==> src/verilog/clkdiv_defines.svh <==
// register offsets, field positions, reset value and encodings of the clock divisor control block
`ifndef CLKDIV_DEFINES_SVH
`define CLKDIV_DEFINES_SVH

// register byte address (word aligned)
`define CLKDIV_CTRL_ADDR 4'h0
`define CLKDIV_STAT_ADDR 4'h4

// field positions of the control register
`define FLD_IRQ_RECOVERY 15
`define FLD_REDUCTION_HI 14
`define FLD_REDUCTION_LO 12
`define FLD_REDUCTION_EN 11
`define FLD_POSTSCALE_HI 10
`define FLD_POSTSCALE_LO 8
`define FLD_PLLOUT_HI 7
`define FLD_PLLOUT_LO 6
`define FLD_PLLIN_HI 4
`define FLD_PLLIN_LO 0

// reset value and writable bits (bit 5 is unimplemented)
`define CTRL_RESET 16'h3040
`define CTRL_WMASK 16'hffdf

// pll output divider reserved code
`define PLLOUT_RESERVED 2'h2

// axi responses
`define RESP_OKAY 2'h0
`define RESP_SLVERR 2'h2

`endif

==> src/verilog/clkdiv_pkg.sv <==
// types shared by the clock divisor control block
package clkdiv_pkg;

    typedef enum logic [1:0] {
        WR_IDLE,
        WR_RESP
    } wr_state_e;

    typedef struct packed {
        logic [15:0] ctrl;
        wr_state_e wr_state;
        logic aw_seen;
        logic [3:0] aw_addr;
        logic w_seen;
        logic [31:0] w_data;
        logic [3:0] w_strb;
        logic bvalid;
        logic [1:0] bresp;
        logic rvalid;
        logic [31:0] rdata;
        logic [1:0] rresp;
        logic [6:0] reduce_cnt;
        logic cpu_tick;
        logic [7:0] rc_cnt;
        logic rc_tick;
        logic [7:0] cpu_ratio;
        logic [8:0] rc_ratio;
        logic [3:0] pll_out_ratio;
        logic [4:0] pll_in_code;
        logic reduction_on;
        logic aw_ready;
        logic w_ready;
        logic ar_ready;
    } state_s;

endpackage

==> src/verilog/clock_divisor_cpu_clock_reduction_control.sv <==
// clock divisor control register with cpu clock reduction and axi4-lite slave
//
// How it works
// - with interrupt_recovery set, any interrupt clears reduction_enable so the cpu runs at full ratio.
// - with interrupt_recovery clear, interrupts leave reduction_enable untouched.
// - cpu_clock_reduction codes 111, 110, 101, 100 divide the instruction clock by 128, 64, 32, 16.
// - code 011 divides by 8 and is the reset value of the field.
// - code 001 divides by 2 while reduction is active.
// - rc_osc_postscale divides the rc oscillator by 2 to the power of its code, 1 to 128.
// - pll_output_divider code 11 divides by 8, 10 is reserved, 01 (the reset value) divides by 4 and 00 divides by 2.
`timescale 1ns/10ps
`default_nettype none
`include "clkdiv_defines.svh"

module clock_divisor_cpu_clock_reduction_control
(
    input wire logic aclk,
    input wire logic aresetn,
    input wire logic [3:0] s_axi_awaddr,
    input wire logic s_axi_awvalid,
    output logic s_axi_awready,
    input wire logic [31:0] s_axi_wdata,
    input wire logic [3:0] s_axi_wstrb,
    input wire logic s_axi_wvalid,
    output logic s_axi_wready,
    output logic [1:0] s_axi_bresp,
    output logic s_axi_bvalid,
    input wire logic s_axi_bready,
    input wire logic [3:0] s_axi_araddr,
    input wire logic s_axi_arvalid,
    output logic s_axi_arready,
    output logic [31:0] s_axi_rdata,
    output logic [1:0] s_axi_rresp,
    output logic s_axi_rvalid,
    input wire logic s_axi_rready,
    input wire logic irq_event,
    output logic cpu_clk_tick,
    output logic rc_clk_tick,
    output logic [7:0] cpu_divide_ratio,
    output logic [8:0] rc_divide_ratio,
    output logic [3:0] pll_out_divide_ratio,
    output logic [4:0] pll_in_code,
    output logic reduction_active
);

    clkdiv_pkg::state_s cur_r;
    clkdiv_pkg::state_s cur_nxt;

    // ************************************************************
    // decode helpers
    // ************************************************************

    // reduction code to divisor; 000 and 010 are not printed, taken as 1 and 4
    function automatic logic [7:0] reduce_ratio(input logic [2:0] code);
        logic [7:0] r;
        r = 8'h01;
        case (code)
            3'h7: r = 8'h80;
            3'h6: r = 8'h40;
            3'h5: r = 8'h20;
            3'h4: r = 8'h10;
            3'h3: r = 8'h08;
            3'h2: r = 8'h04;
            3'h1: r = 8'h02;
            default: r = 8'h01;
        endcase
        return r;
    endfunction

    // pll output code to divisor; reserved code reports zero
    function automatic logic [3:0] pll_out_ratio(input logic [1:0] code);
        logic [3:0] r;
        r = 4'h4;
        case (code)
            2'h3: r = 4'h8;
            `PLLOUT_RESERVED: r = 4'h0;
            2'h1: r = 4'h4;
            default: r = 4'h2;
        endcase
        return r;
    endfunction

    // ************************************************************
    // next state
    // ************************************************************

    // bus handling, interrupt recovery and divider counters
    always_comb
    begin
        logic [15:0] wr_val;
        logic [15:0] merged;
        logic [2:0] red_code;
        logic [2:0] ps_code;
        logic [8:0] rc_ratio;
        logic do_write;
        wr_val = 16'h0000;
        merged = 16'h0000;
        red_code = 3'h0;
        ps_code = 3'h0;
        rc_ratio = 9'h001;
        do_write = 1'b0;
        cur_nxt = cur_r;

        // write address and data may arrive in either order
        if (s_axi_awvalid && cur_r.aw_ready)
        begin
            cur_nxt.aw_seen = 1'b1;
            cur_nxt.aw_addr = s_axi_awaddr;
        end
        if (s_axi_wvalid && cur_r.w_ready)
        begin
            cur_nxt.w_seen = 1'b1;
            cur_nxt.w_data = s_axi_wdata;
            cur_nxt.w_strb = s_axi_wstrb;
        end

        case (cur_r.wr_state)
            clkdiv_pkg::WR_IDLE:
            begin
                if (cur_r.aw_seen && cur_r.w_seen)
                begin
                    cur_nxt.aw_seen = 1'b0;
                    cur_nxt.w_seen = 1'b0;
                    cur_nxt.bvalid = 1'b1;
                    cur_nxt.wr_state = clkdiv_pkg::WR_RESP;
                    if ({cur_r.aw_addr[3:2], 2'b00} == `CLKDIV_CTRL_ADDR)
                    begin
                        do_write = 1'b1;
                        cur_nxt.bresp = `RESP_OKAY;
                    end
                    else if ({cur_r.aw_addr[3:2], 2'b00} == `CLKDIV_STAT_ADDR)
                        cur_nxt.bresp = `RESP_OKAY; // read-only, write dropped
                    else
                        cur_nxt.bresp = `RESP_SLVERR;
                end
            end
            clkdiv_pkg::WR_RESP:
            begin
                if (s_axi_bready)
                begin
                    cur_nxt.bvalid = 1'b0;
                    cur_nxt.wr_state = clkdiv_pkg::WR_IDLE;
                end
            end
            default: cur_nxt.wr_state = clkdiv_pkg::WR_IDLE;
        endcase

        // byte lanes merge into the register; bit 5 never stores
        wr_val[7:0] = cur_r.w_strb[0] ? cur_r.w_data[7:0] : cur_r.ctrl[7:0];
        wr_val[15:8] = cur_r.w_strb[1] ? cur_r.w_data[15:8] : cur_r.ctrl[15:8];
        merged = wr_val & `CTRL_WMASK;
        // reduction code only changes while reduction is off, as software expects
        if (cur_r.ctrl[`FLD_REDUCTION_EN])
            merged[`FLD_REDUCTION_HI:`FLD_REDUCTION_LO] = cur_r.ctrl[`FLD_REDUCTION_HI:`FLD_REDUCTION_LO];
        if (do_write)
            cur_nxt.ctrl = merged;

        // interrupt beats a same-cycle write of the enable bit
        if (irq_event && cur_nxt.ctrl[`FLD_IRQ_RECOVERY])
            cur_nxt.ctrl[`FLD_REDUCTION_EN] = 1'b0;

        // reads answer one cycle after the address is taken
        if (cur_r.rvalid)
        begin
            if (s_axi_rready)
                cur_nxt.rvalid = 1'b0;
        end
        else if (s_axi_arvalid && cur_r.ar_ready)
        begin
            cur_nxt.rvalid = 1'b1;
            cur_nxt.rresp = `RESP_OKAY;
            cur_nxt.rdata = 32'h0000_0000;
            if ({s_axi_araddr[3:2], 2'b00} == `CLKDIV_CTRL_ADDR)
                cur_nxt.rdata = {16'h0000, cur_r.ctrl};
            else if ({s_axi_araddr[3:2], 2'b00} == `CLKDIV_STAT_ADDR)
                cur_nxt.rdata = {16'h0000, cur_r.cpu_ratio, 7'h00, cur_r.reduction_on};
            else
                cur_nxt.rresp = `RESP_SLVERR;
        end

        // readies are registered and drop while a half or an answer is pending, so nothing is lost
        cur_nxt.aw_ready = !cur_nxt.aw_seen && cur_nxt.wr_state == clkdiv_pkg::WR_IDLE;
        cur_nxt.w_ready = !cur_nxt.w_seen && cur_nxt.wr_state == clkdiv_pkg::WR_IDLE;
        cur_nxt.ar_ready = !cur_nxt.rvalid;

        // cpu divider: full rate when reduction is off
        red_code = cur_r.ctrl[`FLD_REDUCTION_HI:`FLD_REDUCTION_LO];
        cur_nxt.reduction_on = cur_r.ctrl[`FLD_REDUCTION_EN];
        cur_nxt.cpu_ratio = cur_r.ctrl[`FLD_REDUCTION_EN] ? reduce_ratio(red_code) : 8'h01;
        if ({1'b0, cur_r.reduce_cnt} + 8'h01 >= cur_r.cpu_ratio)
        begin
            cur_nxt.reduce_cnt = 7'h00;
            cur_nxt.cpu_tick = 1'b1;
        end
        else
        begin
            cur_nxt.reduce_cnt = cur_r.reduce_cnt + 7'h01;
            cur_nxt.cpu_tick = 1'b0;
        end

        // rc postscaler: divide by two to the power of the code
        ps_code = cur_r.ctrl[`FLD_POSTSCALE_HI:`FLD_POSTSCALE_LO];
        rc_ratio = 9'h001 << ps_code;
        cur_nxt.rc_ratio = rc_ratio;
        if ({1'b0, cur_r.rc_cnt} + 9'h001 >= rc_ratio)
        begin
            cur_nxt.rc_cnt = 8'h00;
            cur_nxt.rc_tick = 1'b1;
        end
        else
        begin
            cur_nxt.rc_cnt = cur_r.rc_cnt + 8'h01;
            cur_nxt.rc_tick = 1'b0;
        end

        // pll divider settings handed to the pll
        cur_nxt.pll_out_ratio = pll_out_ratio(cur_r.ctrl[`FLD_PLLOUT_HI:`FLD_PLLOUT_LO]);
        cur_nxt.pll_in_code = cur_r.ctrl[`FLD_PLLIN_HI:`FLD_PLLIN_LO];
    end

    // ************************************************************
    // state register
    // ************************************************************

    // synchronous reset to documented power-on value
    always_ff @(posedge aclk)
    begin
        if (!aresetn)
        begin
            cur_r <= '0;
            cur_r.ctrl <= `CTRL_RESET;
            cur_r.cpu_ratio <= 8'h01;
            cur_r.rc_ratio <= 9'h001;
            cur_r.pll_out_ratio <= 4'h4;
            cur_r.wr_state <= clkdiv_pkg::WR_IDLE;
        end
        else
            cur_r <= cur_nxt;
    end

    // ************************************************************
    // outputs
    // ************************************************************

    // every output is a field of the state register
    assign s_axi_awready = cur_r.aw_ready;
    assign s_axi_wready = cur_r.w_ready;
    assign s_axi_arready = cur_r.ar_ready;
    assign s_axi_bvalid = cur_r.bvalid;
    assign s_axi_bresp = cur_r.bresp;
    assign s_axi_rvalid = cur_r.rvalid;
    assign s_axi_rdata = cur_r.rdata;
    assign s_axi_rresp = cur_r.rresp;
    assign cpu_clk_tick = cur_r.cpu_tick;
    assign rc_clk_tick = cur_r.rc_tick;
    assign cpu_divide_ratio = cur_r.cpu_ratio;
    assign rc_divide_ratio = cur_r.rc_ratio;
    assign pll_out_divide_ratio = cur_r.pll_out_ratio;
    assign pll_in_code = cur_r.pll_in_code;
    assign reduction_active = cur_r.reduction_on;

endmodule
`default_nettype wire

==> config.mk <==
export PLATFORM = sky130hd
export DESIGN_NAME = clock_divisor_cpu_clock_reduction_control
export DESIGN_NICKNAME = d
export VERILOG_FILES = /design/src/verilog/clkdiv_pkg.sv /design/src/verilog/clock_divisor_cpu_clock_reduction_control.sv
export VERILOG_INCLUDE_DIRS = /design/src /design/src/verilog
export SDC_FILE = /design/constraint.sdc
export NUM_CORES = 1
export LEC_CHECK = 0
export ABC_AREA = 1
export BUFFER_PORTS_ARGS = -buffer_cell sky130_fd_sc_hd__clkbuf_2
export CORE_ASPECT_RATIO = 1.4
export CORE_MARGIN = 5
export CORE_UTILIZATION = 56
export CTS_CLUSTER_SIZE = 8
export DETAILED_ROUTE_END_ITERATION = 12
export PLACE_DENSITY_LB_ADDON = 0.25
export SLEW_MARGIN = 0
export SYNTH_ARGS = -nofsm -noshare
export SYNTH_HDL_FRONTEND = slang
export SYNTH_SLANG_ARGS = --single-unit
==> constraint.sdc <==
create_clock -name aclk -period 4.4 [get_ports aclk]
set_clock_uncertainty 0.05 [all_clocks]
set_input_delay 0.88 -clock aclk [delete_from_list [all_inputs] [get_ports aclk]]
set_output_delay 0.88 -clock aclk [all_outputs]
set_load 0.02 [all_outputs]
Word-level counts from Yosys, hierarchy flattened
Index checks and enable logic that the tools add are counted.

$add $sub $neg: 4. Magnitude comparators: 2. Eq/ne operators: 15. Shift-type cells: 1. Mux-type cells: 31. Bitwise operators: 3. Reductions and logical operators: 25.

Operator list (count): one-hot mux 8 bit (7 select lines) (1); 2-to-1 mux 16 bit (3); 2-to-1 mux 37 bit (1); 2-to-1 mux 35 bit (1); 2-to-1 mux 8 bit (2); equality test 3 bit (second input constant) (4); one-hot mux 4 bit (3 select lines) (1); 2-to-1 mux 1 bit (11); 2-to-1 mux 2 bit (5); AND reduction 2 bit (5); adder 8 x 1 -> 9 bit (second input constant) (1); >= comparator 9 bit (1); 2-to-1 mux 3 bit (3); << shifter 1 x 3 -> 9 bit (first input constant) (1); adder 7 x 1 -> 8 bit (second input constant) (1); adder 8 x 1 -> 8 bit (second input constant) (1); equality test 2 x 1 -> 1 bit (second input constant) (4); >= comparator 8 bit (1); logical NOT 2 bit (4); adder 7 x 1 -> 7 bit (second input constant) (1); logical AND 1 bit (7); equality test 3 x 2 -> 1 bit (second input constant) (2); AND reduction 3 bit (2); OR reduction 2 bit (3); other kinds (9) (15).

Bits in registers: 144. Input port bits: 52. Output and inout bits: 70. Word-level logic and storage cells: 109.

Longest topological paths before layout
Depth in word-level cells: 7. Depth in mapped cells: 13. Depth with buffers taken out: 13.

Worst setup path before layout
Ideal clock, no wire load.

Kind: register to register. Start: reg cur_r[40] (netlist name). End: reg cur_r[40] (netlist name). Library setup time: 0.122 ns. Arrival time: 1.790 ns. Data required time: 4.228 ns. Path slack: 2.439 ns. Stages on the path, launching flop included: 12. Buffers on the path: 0. Clock period less this slack: 1.961 ns. Cells stage by stage: dfxtp_1 ha_1 nand3_1 nand3b_1 xor2_1 inv_1 ha_1 nand2_1 nor2_1 nand4_1 nand4_1 nor2_1.

Cells in the longest elaborated chain, start to end: 3. Elaborated cells on any way between the ends: 4. Those cells by class: add/sub: 2; order compare: 1; reduce/logical: 1.

RTL lines: start, declared (line clock_divisor_cpu_clock_reduction_control.sv:46) `clkdiv_pkg::state_s cur_r;`; start signal, assigned (line clock_divisor_cpu_clock_reduction_control.sv:238) `cur_r <= cur_nxt;`; adder 7 x 1 -> 8 bit (line clock_divisor_cpu_clock_reduction_control.sv:190) `if ({1'b0, cur_r.reduce_cnt} + 8'h01 >= cur_r.cpu_ratio)`; >= comparator 8 bit (line clock_divisor_cpu_clock_reduction_control.sv:190); OR reduction 2 bit (no source line).

Several ways; a longest one is shown, not always the timed one. A chain may end at the register's enable or synchronous reset.

Final worst setup path
Start: reg cur_r[40] (netlist name). End: reg cur_r[42] (netlist name).

The elaborated chain is that of the path after synthesis.

==> flow_summary.ini <==
[critical_path]
r2r_cells = 11
r2r-start = cur_r[40]$_SDFF_PP0_
cp_max_fo = 7
path_cells = ha_1 > nand3_1 > nand3b_1 > xor2_1 > inv_1 > ha_1 > nand2_1 > nor2_1 > nand4_1 > nand4_1 > nor2_1
r2r_end = cur_r[42]$_SDFF_PP0_
cp-end-kind = flip-flop
crit_required_ps = 4610
critPathKind = flip-flop to flip-flop
crit_arrival_ps = 2530
r2r_slack_ps = 2070
crit_path_max_incr_delay_ps = 400
cp-start-kind = flip-flop
worst_path_max_delay_cell = dfxtp_1

[die]
dieArea_sq_mm = 0.00992
die_width_microns = 85.6
dieHeight_microns = 116
rows = 38
pin_count = 122
coreArea_sq_mm = 0.00780
start_util_pct = 57.5

[global_route]
grt_overflow = 0
track_usage_pct = 18.1
grt_max_degree = 39
antenna_found_initial = 0
grt_pass1_vias = 3200
grt_pass1_wl_mm = 14.4

[placed_design]
gp_congestion = 0.832
dp_slack_ps = 2030
io_buffers = 77
dp_hpwl_mm = 6.57

[synth]
syn_inst = 548
synth_edf_count = 0
synth_area_leaders = dfxtp_1 46%, buf_4 11%, nor2_1 8.0%
ys_seq_area_share_pct = 45.6
yosys_warnings = 0
ys_types = 38
synth_seq_cells = 102
synth_flop_cell = dfxtp_1
yosys-top-cells-count = 102 x dfxtp_1, 95 x nor2_1, 63 x buf_4
mappedNetlistArea_sq_mm = 0.00448
netlist.area_leader.share_pct = 45.6
yosysTopAreaCell = dfxtp_1
async_reset_ff_share_pct = 0
synth.most_common_cell = dfxtp_1
avgSynthCellArea_sq_um = 8.18

[drt]
post_drt_wl_per_cell_microns = 12.5
firstDrtPassIters = 4
drtIter0Drc = 172
routed_wirelength_mm = 8.62
vias_per_cell = 4.88
drc = 0
ant_nets = 0
vias = 3366

[clock_network]
clkTransAtPathRegs_ps = 90
cts_root_buf = clkbuf_8
cts_resized = 0
cts_tree = done
cts_made_buffers = 9
post_cts_buffers = 0
cts_hold_buffers = 0
clock_path_buffers = 2
htreeDepth = 3
cts.sinks = 102
clock_latency_ps = 370

[min_path]
hold-path-endpoint = pll_in_code[2]$_SDFF_PN0_
hp-start = cur_nxt[6]$_SDFFE_PN0P_
hold_path_class = flip-flop to flip-flop
hold_depth = 2

[timing]
period_share_pct = 52.8
drv_slew = 0
worst_slew_pin_slew_ps = 521
layout_setup_ws_ps = 2070
timing.fmax_mhz = 430
hold_violations = 0
rsz0062_at_grt = no
fin_crit_ps = 2330
setup_tns_ps = 0
slew-limit-headroom_pct = 65.2
setup_viol = 0

[power]
leakage_nw = 2.25
internal_power_mw = 1.24
switchingPower_uw = 441
ir_drop_mv = 0.183
clkPwrFrac_pct = 34.0
power_density_mw_per_mm2 = 353
p_sw_share_pct = 26.3
seqPwrFrac_pct = 57.7
combPwrFrac_pct = 8.4

[status]
status = completed

[cells_and_area]
drive_gt1_share_pct = 20.5
finalNetCount = 655
antenna_cells = 0
syn_to_final_growth_pct = 6.11

[flow_run]
cap_violations = 0
critical path: cells and delay by family, from the launching register on:
family	cells	cell delay, ps
flops	1	400
buf+inv	1	70
simple gates	7	1010
fa+ha+maj	2	480
xor+xnor	1	210
how the worst max path moves through the flow:
stage | from | endpoint | slack [ps]
floorplan | cur_r[40]$_SDFF_PP0_ | cur_r[40]$_SDFF_PP0_ | 2440
global placement | s_axi_wvalid | cur_r[121]$_SDFF_PN0_ | 2060
detailed placement | s_axi_wvalid | cur_r[121]$_SDFF_PN0_ | 2030
CTS | cur_r[40]$_SDFF_PP0_ | cur_r[44]$_SDFF_PP0_ | 2060
global route | cur_r[40]$_SDFF_PP0_ | cur_r[43]$_SDFF_PP0_ | 1780
finish | cur_r[40]$_SDFF_PP0_ | cur_r[42]$_SDFF_PP0_ | 2070
power groups by stage:
stage / logic (mW) / registers, mW / clock network [mW]
3_3_place_gp: 0.138 / 0.988 / 0
3_5_place_dp: 0.141 / 0.990 / 0
4_1_cts: 0.142 / 0.968 / 0.577
2_1_floorplan: 0.122 / 0.991 / 0
6_report: 0.140 / 0.968 / 0.570
5_1_grt: 0.157 / 0.972 / 0.621
layout make-up:
type,instances,area [sq um]
Clock buffer,11,151
Clock inverter,5,42.5
Fill cell,742,3040
Inverter,59,225
Multi-Input combinational cell,334,1770
Sequential cell,102,2040
Tap cell,100,125
Timing Repair Buffer,79,400
cells in the final DEF, fill, tap and decap left out, types with 3 or more instances in the layout:
| cell | instances |
|---|---|
| nand4_1 | 4 |
| clkinvlp_4 | 3 |
| o21ai_0 | 40 |
| clkbuf_2 | 77 |
| nand3_2 | 3 |
| nand3_1 | 17 |
| clkbuf_8 | 11 |
| nor2_1 | 95 |
| nand2_1 | 56 |
| nor3_1 | 6 |
| inv_2 | 4 |
| o211ai_1 | 4 |
| dfxtp_1 | 102 |
| conb_1 | 22 |
| inv_1 | 53 |
| a21oi_1 | 24 |
| a31oi_1 | 4 |
| o21ai_1 | 3 |
| o22ai_1 | 6 |
| xor2_1 | 9 |
| nor2_4 | 4 |
| ha_1 | 18 |
| or2_2 | 3 |
stage by stage:
stage	instance area (sq um)	instances	util, %	power (mW)	hold slack [ps]
2_1_floorplan	4560	569	-	1.11	366
4_1_cts	4760	690	61.0	1.69	395
3_3_place_gp	4560	674	58.5	1.13	382
3_5_place_dp	4560	674	58.5	1.13	380
5_1_grt	4760	690	61.0	1.75	427
6_report	4760	690	61.0	1.68	392
cell families after synthesis:
logic type                 share of synthesized area, %
other                                            0.0837
adders and majority gates                          5.03
xor gates and xnor gates                           2.32
and+or+nand+nor                                    20.2
AOI/OAI and AO/OA                                  10.1
DFF                                                45.6
buffers and inverters                              16.7
flip-flops by register name (all words and copies together), names as in the netlist, 3 cells and up:
name,cells
rc_divide_ratio,8
pll_out_divide_ratio,3
cur_r,47
pll_in_code,5
s_axi_rdata,15
cur_nxt,6
cpu_divide_ratio,8
routing by layer:
layer	wire (microns)	global-route usage (%)
met5	0	0
met2	4390	31.3
met3	431	3.91
met4	155	7.39
met1	3650	21.7
Note: power is estimated with default switching activity, not from simulation.
